<file path="src/hdl/isw_params.svh">
// constants for the interrupt and sleep/wake-up controller
`ifndef ISW_PARAMS_SVH
`define ISW_PARAMS_SVH
`define ISW_NUM_LINES 7
`define ISW_VECTOR 16'h0010
`define ISW_SP_STEP 8'h02
`define ISW_SP_RST 8'h00
`define ISW_GIE_RST 1'b0
`define ISW_WAKE_NORMAL 12'd3000
`define ISW_WAKE_FAST 12'd45
`define ISW_CMP_EN_BIT 7
`define ISW_CMP_WAKE_BIT 6
`define ISW_AUX_FAST_BIT 5
`define ISW_EDGE_BOTH 2'h0
`define ISW_EDGE_RISE 2'h1
`define ISW_EDGE_FALL 2'h2
`define ISW_LINE_EXTA 0
`define ISW_LINE_EXTB 1
`define ISW_LINE_ADC 2
`define ISW_LINE_T16 3
`define ISW_LINE_CMP 4
`define ISW_LINE_T2 5
`define ISW_LINE_T3 6
`endif

</file>
<file path="src/hdl/isw_pkg.sv">
// types shared by the interrupt and sleep/wake-up controller
package isw_pkg;
  typedef enum logic [1:0] {ISW_RUN, ISW_LIGHT, ISW_DEEP, ISW_WAKE} isw_pwr_t;
  typedef enum logic [1:0] {ISW_POP_NONE, ISW_POP_PC, ISW_POP_AF} isw_pop_t;
endpackage : isw_pkg

</file>
<file path="src/hdl/isw_stack_mem.sv">
// word-wide stack memory with registered read data
module isw_stack_mem #(
  parameter int AW = 7,
  parameter int DW = 16
) (
  input wire logic clk,
  input wire logic wrEn,
  input wire logic [AW-1:0] wrAddr,
  input wire logic [DW-1:0] wrData,
  input wire logic [AW-1:0] rdAddr,
  output logic [DW-1:0] rdData
);
  logic [DW-1:0] mem [0:(1<<AW)-1];

  // write port
  always_ff @(posedge clk)
  begin
    if (wrEn)
    begin
      mem[wrAddr] <= wrData;
    end
  end

  // registered read port
  always_ff @(posedge clk)
  begin
    rdData <= mem[rdAddr];
  end
endmodule : isw_stack_mem

</file>
<file path="src/hdl/isw_ctrl.sv">
// interrupt request, stack and sleep/wake-up control
`include "isw_params.svh"
module isw_ctrl
  import isw_pkg::*;
#(
  parameter int NPINS = 14,
  parameter int SPW = 8
) (
  input wire logic clk,
  input wire logic rst_n,
  input wire logic [3:0] extPins,
  input wire logic [1:0] extPinSel,
  input wire logic adcEvt,
  input wire logic t16Evt,
  input wire logic cmpEvt,
  input wire logic t2Evt,
  input wire logic t3Evt,
  input wire logic [13:0] edgeSel,
  input wire logic [6:0] irqLineEnable,
  input wire logic flagWrStb,
  input wire logic [6:0] flagWrData,
  output logic [6:0] irqFlags,
  input wire logic instrBoundary,
  input wire logic engintCmd,
  input wire logic disgintCmd,
  input wire logic retiCmd,
  input wire logic pushafCmd,
  input wire logic popafCmd,
  input wire logic [15:0] pcIn,
  input wire logic [7:0] accumulator,
  input wire logic [7:0] flagReg,
  input wire logic spWrStb,
  input wire logic [SPW-1:0] spWrData,
  output logic [SPW-1:0] stackPointer,
  output logic globalEnable,
  output logic irqTake,
  output logic [15:0] vectorPc,
  output logic restoreValid,
  output logic [15:0] restorePc,
  output logic [7:0] restoreAcc,
  output logic [7:0] restoreFlag,
  input wire logic lightSleepCmd,
  input wire logic deepSleepCmd,
  input wire logic [NPINS-1:0] ioPins,
  input wire logic [NPINS-1:0] portDigitalInputEnable,
  input wire logic [2:0] timerClkIsCore,
  input wire logic [2:0] timerOscOn,
  input wire logic [2:0] timerMatch,
  input wire logic [7:0] comparatorControl,
  input wire logic [7:0] comparatorSelect,
  input wire logic [7:0] auxControl,
  input wire logic fastBootOpt,
  input wire logic slowRcClk,
  output logic coreClkEn,
  output logic progMemOn,
  output logic oscKeepOn,
  output logic slowRcEn,
  output logic [2:0] timerRun,
  output logic wakeDone
);
  localparam int SW = 4 + NPINS + 1;

  // ************************************************************
  // input synchronisers
  // ************************************************************
  logic [SW-1:0] syncA_r, syncB_r, syncPrev_r;
  logic [3:0] extS;
  logic [NPINS-1:0] pinS, pinPrev;
  logic rcS, rcPrev, rcTick;

  // two flops for every pin-level input
  always_ff @(posedge clk or negedge rst_n)
  begin
    if (!rst_n)
    begin
      syncA_r <= '0;
      syncB_r <= '0;
      syncPrev_r <= '0;
    end
    else
    begin
      syncA_r <= {slowRcClk, ioPins, extPins};
      syncB_r <= syncA_r;
      syncPrev_r <= syncB_r;
    end
  end
  assign extS = syncB_r[3:0];
  assign pinS = syncB_r[4 +: NPINS];
  assign pinPrev = syncPrev_r[4 +: NPINS];
  assign rcS = syncB_r[SW-1];
  assign rcPrev = syncPrev_r[SW-1];
  assign rcTick = rcS & ~rcPrev;

  // ************************************************************
  // request flags
  // ************************************************************
  logic [6:0] src, srcPrev_r, setVec, flags_r, flags_nxt;

  assign src[`ISW_LINE_EXTA] = extPinSel[0] ? extS[1] : extS[0];
  assign src[`ISW_LINE_EXTB] = extPinSel[1] ? extS[3] : extS[2];
  assign src[`ISW_LINE_ADC] = adcEvt;
  assign src[`ISW_LINE_T16] = t16Evt;
  assign src[`ISW_LINE_CMP] = cmpEvt;
  assign src[`ISW_LINE_T2] = t2Evt;
  assign src[`ISW_LINE_T3] = t3Evt;

  // previous source level for edge detection
  always_ff @(posedge clk or negedge rst_n)
  begin
    if (!rst_n)
    begin
      srcPrev_r <= '0;
    end
    else
    begin
      srcPrev_r <= src;
    end
  end

  for (genvar i = 0; i < `ISW_NUM_LINES; i++)
  begin : gLine
    logic rise, fall;
    assign rise = src[i] & ~srcPrev_r[i];
    assign fall = ~src[i] & srcPrev_r[i];
    assign setVec[i] = (edgeSel[2*i +: 2] == `ISW_EDGE_RISE) ? rise :
                       (edgeSel[2*i +: 2] == `ISW_EDGE_FALL) ? fall : (rise | fall);
  end

  // set regardless of enable, set beats clear
  assign flags_nxt = (flagWrStb ? (flags_r & flagWrData) : flags_r) | setVec;
  always_ff @(posedge clk or negedge rst_n)
  begin
    if (!rst_n)
    begin
      flags_r <= '0;
    end
    else
    begin
      flags_r <= flags_nxt;
    end
  end
  assign irqFlags = flags_r;

  // ************************************************************
  // global enable, entry, return and stack
  // ************************************************************
  logic gie_r, pendingAny, popPc, popAf, pushAf;
  logic [SPW-1:0] sp_r, spDown;
  isw_pop_t popKind_r;
  logic memWr;
  logic [15:0] memWrData, memRd;
  logic [SPW-2:0] memWrAddr, memRdAddr;

  assign pendingAny = |(flags_r & irqLineEnable);
  assign irqTake = instrBoundary & gie_r & pendingAny & ~retiCmd & ~pushafCmd & ~popafCmd;
  assign popPc = retiCmd & ~irqTake;
  assign pushAf = pushafCmd & ~irqTake;
  assign popAf = popafCmd & ~irqTake & ~retiCmd;
  assign spDown = sp_r - `ISW_SP_STEP;
  assign vectorPc = `ISW_VECTOR;

  always_ff @(posedge clk or negedge rst_n)
  begin
    if (!rst_n)
    begin
      gie_r <= `ISW_GIE_RST;
    end
    else if (irqTake | disgintCmd)
    begin
      gie_r <= 1'b0;
    end
    else if (popPc | engintCmd)
    begin
      gie_r <= 1'b1;
    end
  end
  assign globalEnable = gie_r;

  always_ff @(posedge clk or negedge rst_n)
  begin
    if (!rst_n)
    begin
      sp_r <= `ISW_SP_RST;
    end
    else if (irqTake | pushAf)
    begin
      sp_r <= sp_r + `ISW_SP_STEP;
    end
    else if (popPc | popAf)
    begin
      sp_r <= spDown;
    end
    else if (spWrStb)
    begin
      sp_r <= spWrData;
    end
  end
  assign stackPointer = sp_r;

  assign memWr = irqTake | pushAf;
  assign memWrAddr = sp_r[SPW-1:1];
  assign memWrData = irqTake ? pcIn : {accumulator, flagReg};
  assign memRdAddr = spDown[SPW-1:1];

  isw_stack_mem #(.AW(SPW-1), .DW(16)) uStack (
    .clk(clk),
    .wrEn(memWr),
    .wrAddr(memWrAddr),
    .wrData(memWrData),
    .rdAddr(memRdAddr),
    .rdData(memRd)
  );

  // remembers which pop is in flight
  always_ff @(posedge clk or negedge rst_n)
  begin
    if (!rst_n)
    begin
      popKind_r <= ISW_POP_NONE;
    end
    else
    begin
      popKind_r <= popPc ? ISW_POP_PC : (popAf ? ISW_POP_AF : ISW_POP_NONE);
    end
  end

  always_ff @(posedge clk or negedge rst_n)
  begin
    if (!rst_n)
    begin
      restoreValid <= 1'b0;
      restorePc <= '0;
      restoreAcc <= '0;
      restoreFlag <= '0;
    end
    else
    begin
      restoreValid <= popKind_r != ISW_POP_NONE;
      if (popKind_r == ISW_POP_PC)
      begin
        restorePc <= memRd;
      end
      if (popKind_r == ISW_POP_AF)
      begin
        restoreAcc <= memRd[15:8];
        restoreFlag <= memRd[7:0];
      end
    end
  end

  // ************************************************************
  // sleep and wake-up
  // ************************************************************
  isw_pwr_t pwr_r;
  logic [11:0] wakeCnt_r, wakeTarget;
  logic pinToggle, timerWake, cmpWake, fastWake;

  assign pinToggle = |((pinS ^ pinPrev) & portDigitalInputEnable);
  // timer wake only off the core clock
  assign timerWake = |(timerMatch & ~timerClkIsCore & timerOscOn);
  assign cmpWake = cmpEvt & comparatorControl[`ISW_CMP_EN_BIT] & comparatorSelect[`ISW_CMP_WAKE_BIT];
  assign fastWake = fastBootOpt | auxControl[`ISW_AUX_FAST_BIT];
  assign wakeTarget = fastWake ? `ISW_WAKE_FAST : `ISW_WAKE_NORMAL;

  // power state sequencing
  always_ff @(posedge clk or negedge rst_n)
  begin
    if (!rst_n)
    begin
      pwr_r <= ISW_RUN;
      wakeCnt_r <= '0;
      wakeDone <= 1'b0;
    end
    else
    begin
      wakeDone <= 1'b0;
      unique case (pwr_r)
        ISW_RUN:
        begin
          wakeCnt_r <= '0;
          if (deepSleepCmd)
          begin
            pwr_r <= ISW_DEEP;
          end
          else if (lightSleepCmd)
          begin
            pwr_r <= ISW_LIGHT;
          end
        end
        ISW_LIGHT:
        begin
          if (pinToggle)
          begin
            pwr_r <= ISW_WAKE;
          end
          else if (timerWake | cmpWake)
          begin
            pwr_r <= ISW_RUN;
            wakeDone <= 1'b1;
          end
        end
        ISW_DEEP:
        begin
          if (pinToggle)
          begin
            pwr_r <= ISW_WAKE;
          end
        end
        ISW_WAKE:
        begin
          // count slow RC clocks, then resume
          if (rcTick)
          begin
            if (wakeCnt_r + 12'd1 >= wakeTarget)
            begin
              pwr_r <= ISW_RUN;
              wakeDone <= 1'b1;
            end
            wakeCnt_r <= wakeCnt_r + 12'd1;
          end
        end
      endcase
    end
  end

  assign coreClkEn = pwr_r == ISW_RUN;
  assign progMemOn = pwr_r == ISW_RUN;
  assign oscKeepOn = pwr_r != ISW_DEEP;
  assign slowRcEn = pwr_r != ISW_DEEP;
  assign timerRun = (pwr_r == ISW_RUN) ? 3'h7 :
                    (pwr_r == ISW_LIGHT) ? (~timerClkIsCore & timerOscOn) : 3'h0;
endmodule : isw_ctrl

</file>
<file path="config.mk">
export PLATFORM = sky130hd
export DESIGN_NAME = isw_ctrl
export DESIGN_NICKNAME = d
export VERILOG_FILES = /design/src/hdl/isw_pkg.sv /design/src/hdl/isw_stack_mem.sv /design/src/hdl/isw_ctrl.sv
export VERILOG_INCLUDE_DIRS = /design/src /design/src/hdl
export SDC_FILE = /design/constraint.sdc
export NUM_CORES = 2
export LEC_CHECK = 0
export BUFFER_PORTS_ARGS = -buffer_cell sky130_fd_sc_hd__buf_2
export CAP_MARGIN = 20
export CORE_ASPECT_RATIO = 1.2
export CORE_UTILIZATION = 65
export DETAILED_ROUTE_END_ITERATION = 10
export PLACE_DENSITY = 0.84
export SLEW_MARGIN = 0
export SYNTH_ARGS = -nofsm -noshare
export SYNTH_HDL_FRONTEND = slang
export SYNTH_SLANG_ARGS = --single-unit
</file>
<file path="constraint.sdc">
create_clock -name clk -period 8.4 [get_ports clk]
set_input_delay 2.1 -clock clk [delete_from_list [all_inputs] [get_ports clk]]
set_output_delay 2.1 -clock clk [all_outputs]
set_load 0.005 [all_outputs]
</file>
# == After elaboration in Yosys (flattened, before gate mapping) ==
# Memory sizes are Yosys's and may differ from the RTL's. A register that Yosys moved wholly into a read port is not among the register bits.
# Index checks and enable logic that the tools add are counted.
# word_totals
output_inout_bits,74
register_bits,130
word_cells,167
mem_count,1
ram_bits,2048
in_bits,154
# mem_list
memory,depth,word_bits,read_ports,rd_clocked_by_memory_dff,wr,line,source
uStack.mem,128,16,1,1,1,isw_stack_mem.sv:13,logic [DW-1:0] mem [0:(1<<AW)-1];
# classes
n_lt_le_gt_ge,1
bitwise,67
n_eq_ne,25
n_reduce_logical,10
n_addsub,3
n_mux,45
# op_table
op,count
AND 1 bit,26
2-to-1 mux 1 bit,24
2-to-1 mux 12 bit,2
2-to-1 mux 8 bit,3
one-hot mux 12 bit (2 select lines),1
"equality test 2 bit, second input constant",10
inverter 1 bit,19
"equality test 2 x 1 -> 1 bit, second input constant",9
2-to-1 mux 2 bit,9
2-to-1 mux 16 bit,1
AND 14 bit,1
AND 7 bit,2
OR reduction 14 bit,1
bitwise XOR 14 bit,1
OR 1 bit,13
"adder 12 x 1 -> 12 bit, second input constant",1
>= comparator 12 bit,1
AND 3 bit,3
"adder 8 x 2 -> 8 bit, second input constant",1
"!= test 2 bit, second input constant",4
one-hot mux 2 bit (4 select lines),1
"subtractor 8 x 2 -> 8 bit, second input constant",1
2-to-1 mux 7 bit,1
OR 7 bit,1
11 further kinds,15

# == Depth between registers and ports, before layout ==
# logic_depth
word_depth,12
mapped_depth,15
mapped_depth_nobuf,10

# == By module ==
# From an unflattened synthesis, not the netlist that was laid out.
# hier_totals
cells_unflattened,3630
area_unflattened_um2,84499.8
# modules_own_cells
mod,seq_area_each_um2,area_each_um2,cells_each,instances
isw_stack_mem,61819.3,78522.8,3086,1
isw_ctrl,3153.0,5977.0,544,1

# == Worst setup path before layout ==
# No wires, ideal clock.
# synth_timing
path_kind,input to output
from,input port retiCmd
to,output port irqTake
t_arrival_ns,3.208
slack_ns,3.092
path_buffers,2
required_time_ns,6.300
path_stages,5
path_cell_list,nand4bb_1 > a31oi_1 > nor2b_1 > clkbuf_1 > clkbuf_1
# synth_via
elab_chain_cells,4
# synth_lines
element,line,source
from (decl),isw_ctrl.sv:26,"input wire logic retiCmd,"
inverter 1 bit,isw_ctrl.sv:155,assign irqTake = instrBoundary & gie_r & pendingAny & ~retiCmd & ~pushafCmd & ~popafCmd;
AND 1 bit (3 in a row),isw_ctrl.sv:155,
to (decl),isw_ctrl.sv:36,"output logic irqTake,"
# Every way passes these cells.

# == Worst setup path in the final report ==
# layout_timing
from,register sp_r[1] (netlist: stackPointer[1])
to,register uStack.rdData[12] (read register of uStack.mem)
# layout_via
elab_chain_cells,1
# layout_lines
element,line,source
from (decl),isw_ctrl.sv:148,"logic [SPW-1:0] sp_r, spDown;"
from (signal assigned),isw_ctrl.sv:183,sp_r <= `ISW_SP_RST;
from (signal assigned),isw_ctrl.sv:187,sp_r <= sp_r + `ISW_SP_STEP;
from (signal assigned),isw_ctrl.sv:191,sp_r <= spDown;
subtractor 8 x 2 -> 8 bit (no line),-,
to (decl),isw_stack_mem.sv:11,output logic [DW-1:0] rdData
# Every way passes these cells.
# A chain may end at the register's enable or synchronous reset.

==> impl_metrics.tcl <==
set metrics [dict create \
    outcome "finished clean" \
    ys.flop_type "edfxtp_1" \
    viasPerCell 7.40 \
    finalMaxSlewViolations 0 \
    seq_area_sq_mm 0.0650 \
    port_buffers 190 \
    cpPeakStageDelay_ns 1.11 \
    slew_headroom_pct 18.7 \
    ctsRootBufferMaster "clkbuf_16" \
    core.rowCount 145 \
    grt_max_degree 168 \
    hold_class "flip-flop to flip-flop" \
    total_power_mw 31.6 \
    yosysMostFrequentCell "edfxtp_1" \
    final_util_pct 73.0 \
    crit_buf_inv 3 \
    worst-path-max-fanout 64 \
    dr_total_vias 48300 \
    postRouteAntennaNets 0 \
    min_period_ns 5.34 \
    ys_seq_area_share_pct 76.3 \
    post_cts_resize_count 0 \
    cp_slowest_cell "ha_4" \
    crit_chain "inv_2 -> ha_4 -> buf_12 -> buf_4 -> mux4_2 -> nand2_1 -> nand3_1 -> nand3_1 -> and4_1 -> nand3_1" \
    clk_pin_slew_worst_paths_ns 0.07 \
    drt_wl_total_um 240000 \
    skew_ns 0.0481 \
    synth.distinct_cells 71 \
    syn_to_final_growth_pct 11.5 \
    cp-end-kind "flip-flop" \
    overflow 0 \
    fp.dieW_um 332 \
    path_delay_family "simple AND/OR/NAND/NOR gates" \
    worstSetupStartpointType "flip-flop" \
    rsz0062_at_grt "false" \
    cts.sinks 2190 \
    die_y_um 399 \
    drive_gt1_share_pct 25.5 \
    clkLatencyLatePin_ns 0.87 \
    grt_pass1_wl_um 340000 \
    multiInputGateArea_sq_mm 0.0192 \
    highest_layer "met5" \
    die-area_sq_mm 0.132 \
    initial_core_util_pct 65.5 \
    design.core.area_sq_mm 0.130 \
    wl_met3_um 32200 \
    yosys_warnings 0 \
    crit_type "flip-flop to flip-flop" \
    pin_count 228 \
    hpwl_um 122000 \
    syn_inst 4365 \
    wl_met2_um 116000 \
    tns_ns 0 \
    cts-buffers-inserted 189 \
    fin_crit_sh_pct 63.5 \
    synth_edf_count 2048 \
    tightest_slew_ns 1.22 \
    syn-cell-area_sq_mm 0.0852 \
    clk_path_buf_depth 3 \
    design_area_sq_mm 0.0950 \
    antenna_found_initial 16 \
    synthArstFlopShare_pct 5.75 \
    ir_drop_uv 386 \
    ys_ff_latch 2190 \
    fmax_ghz 0.187 \
    crit_required_ns 9.04 \
    cts_tree "done" \
    hold_buffers 0 \
    routedLengthMet1_um 72500 \
    wl_per_cell_um 36.7 \
    synth_top_area_share_pct 72.2 \
    grt_pass1_vias 48300 \
    dr.pass1.iters 9 \
    syn_area_per_cell_sq_um 19.5 \
    hold_violations 0 \
    yosysTopAreaCell "edfxtp_1" \
    postCtsSetupRepairBufs 0 \
    nNetsFinal 4859 \
    grt_util_all_layers_pct 36.5 \
    post_dp_cell_area_sq_mm 0.0888 \
    powerDensity_mw_per_mm2 333 \
    synthTopCellsByCount "edfxtp_1 (2,048), nand2_1 (510), mux4_2 (506)" \
    power.leakage_nw 31.2 \
    fill_cells 6346 \
    synthTopCellsByArea "edfxtp_1 (72%), mux4_2 (13%), dfrtp_1 (3.7%)" \
    finalSetupViolCount 0 \
    path_common_cell "nand3_1" \
    holdWs_ns 0.344 \
    htreeDepth 4 \
    cp.arrival_ns 5.98 \
    drt_iter0_drc 8212 \
    route.detailed.drc 0 \
    gp_congestion 0.894 \
    maxCapViolations 0 \
]
## worst register-to-register path: stages, from the launching register on
cell     delay (ns)
dfrtp_4        0.77
inv_2          0.44
ha_4           1.12
buf_12         0.47
buf_4          0.44
mux4_2         0.38
nand2_1        0.13
nand3_1        0.32
nand3_1        0.20
and4_1         0.50
nand3_1        0.34
## cell type report
class | count | share of cell area, %
repair buffers | 369 | 2.56
clock buffers | 240 | 5.40
inverters | 29 | 0.115
flip-flops and latches | 2190 | 68.4
multi-input cells | 1902 | 20.2
clock inverters | 108 | 1.06
diodes | 5 | 0.0132
well taps | 1690 | 2.23
## per-stage QoR
step	cells	worst slack, ns
6_report	6533	3.06
5_1_grt	6529	3.21
4_1_cts	6525	3.23
3_5_place_dp	6177	2.85
3_3_place_gp	6176	2.80
2_1_floorplan	4379	3.09
## state kept, by name, indices dropped and copies added, names as in the netlist, 8 cells and up
register and cells:
restoreAcc 8, restoreFlag 8, restorePc 16, stackPointer 8
syncA_r 19, syncB_r 19, syncPrev_r 15, uStack.mem 2048
uStack.rdData 16, wakeCnt_r 12
## layout by cell type, fill, tap and decap left out, drive strengths merged, types with 18 or more instances in the layout
cell	synthesis	layout
edfxtp	2048	2048
nand2	510	510
mux4	508	508
buf	119	369
nand3	287	287
clkbuf	139	240
nor2	149	149
dfrtp	126	126
clkinv	0	80
mux2	51	51
nand4	36	36
mux2i	36	36
inv	29	33
o21ai	32	32
xor2	26	26
ha	24	24
a31oi	19	19
bufinv	0	19
a32oi	18	18
## cells by family after synthesis
group,Yosys count,share of synthesized area (%)
buf+inv,287,1.46
compound gates,149,1.30
simple gates,1084,5.70
flops,2190,76.3
mux,595,14.5
xor+xnor,34,0.350
fa+ha+maj,24,0.353
other cells,2,0.00882
## worst paths after layout
path                                       from                end  slack (ns)  cells past startpoint
worst max-delay path            stackPointer[1]  uStack.rdData[12]        3.06                     10
worst min-delay path                 syncA_r[8]         syncB_r[8]        0.34                      0
worst max register to register  stackPointer[1]  uStack.rdData[12]        3.06                     10
worst min register to register       syncA_r[8]         syncB_r[8]        0.34                      0
max in group asynchronous                 rst_n    stackPointer[1]        5.75                      2
min in group asynchronous                 rst_n     restoreFlag[2]        1.21                      1
## layer usage
| layer | global-route usage, % | vias to the layer above |
|---|---|---|
| met2 | 58.5 | 5024 |
| li1 | - | 18100 |
| met5 | 0 | - |
| met3 | 10.3 | 1110 |
| met4 | 23.6 | 18 |
| met1 | 43.8 | 24100 |
## where the power goes
group          total (mW)  internal (mW)  switching, mW
registers            12.6           12.3          0.265
clock network        8.89           4.90           3.99
logic                10.1           3.37           6.77
total                31.6           20.6           11.0
Power figures use the tool's default switching activity.
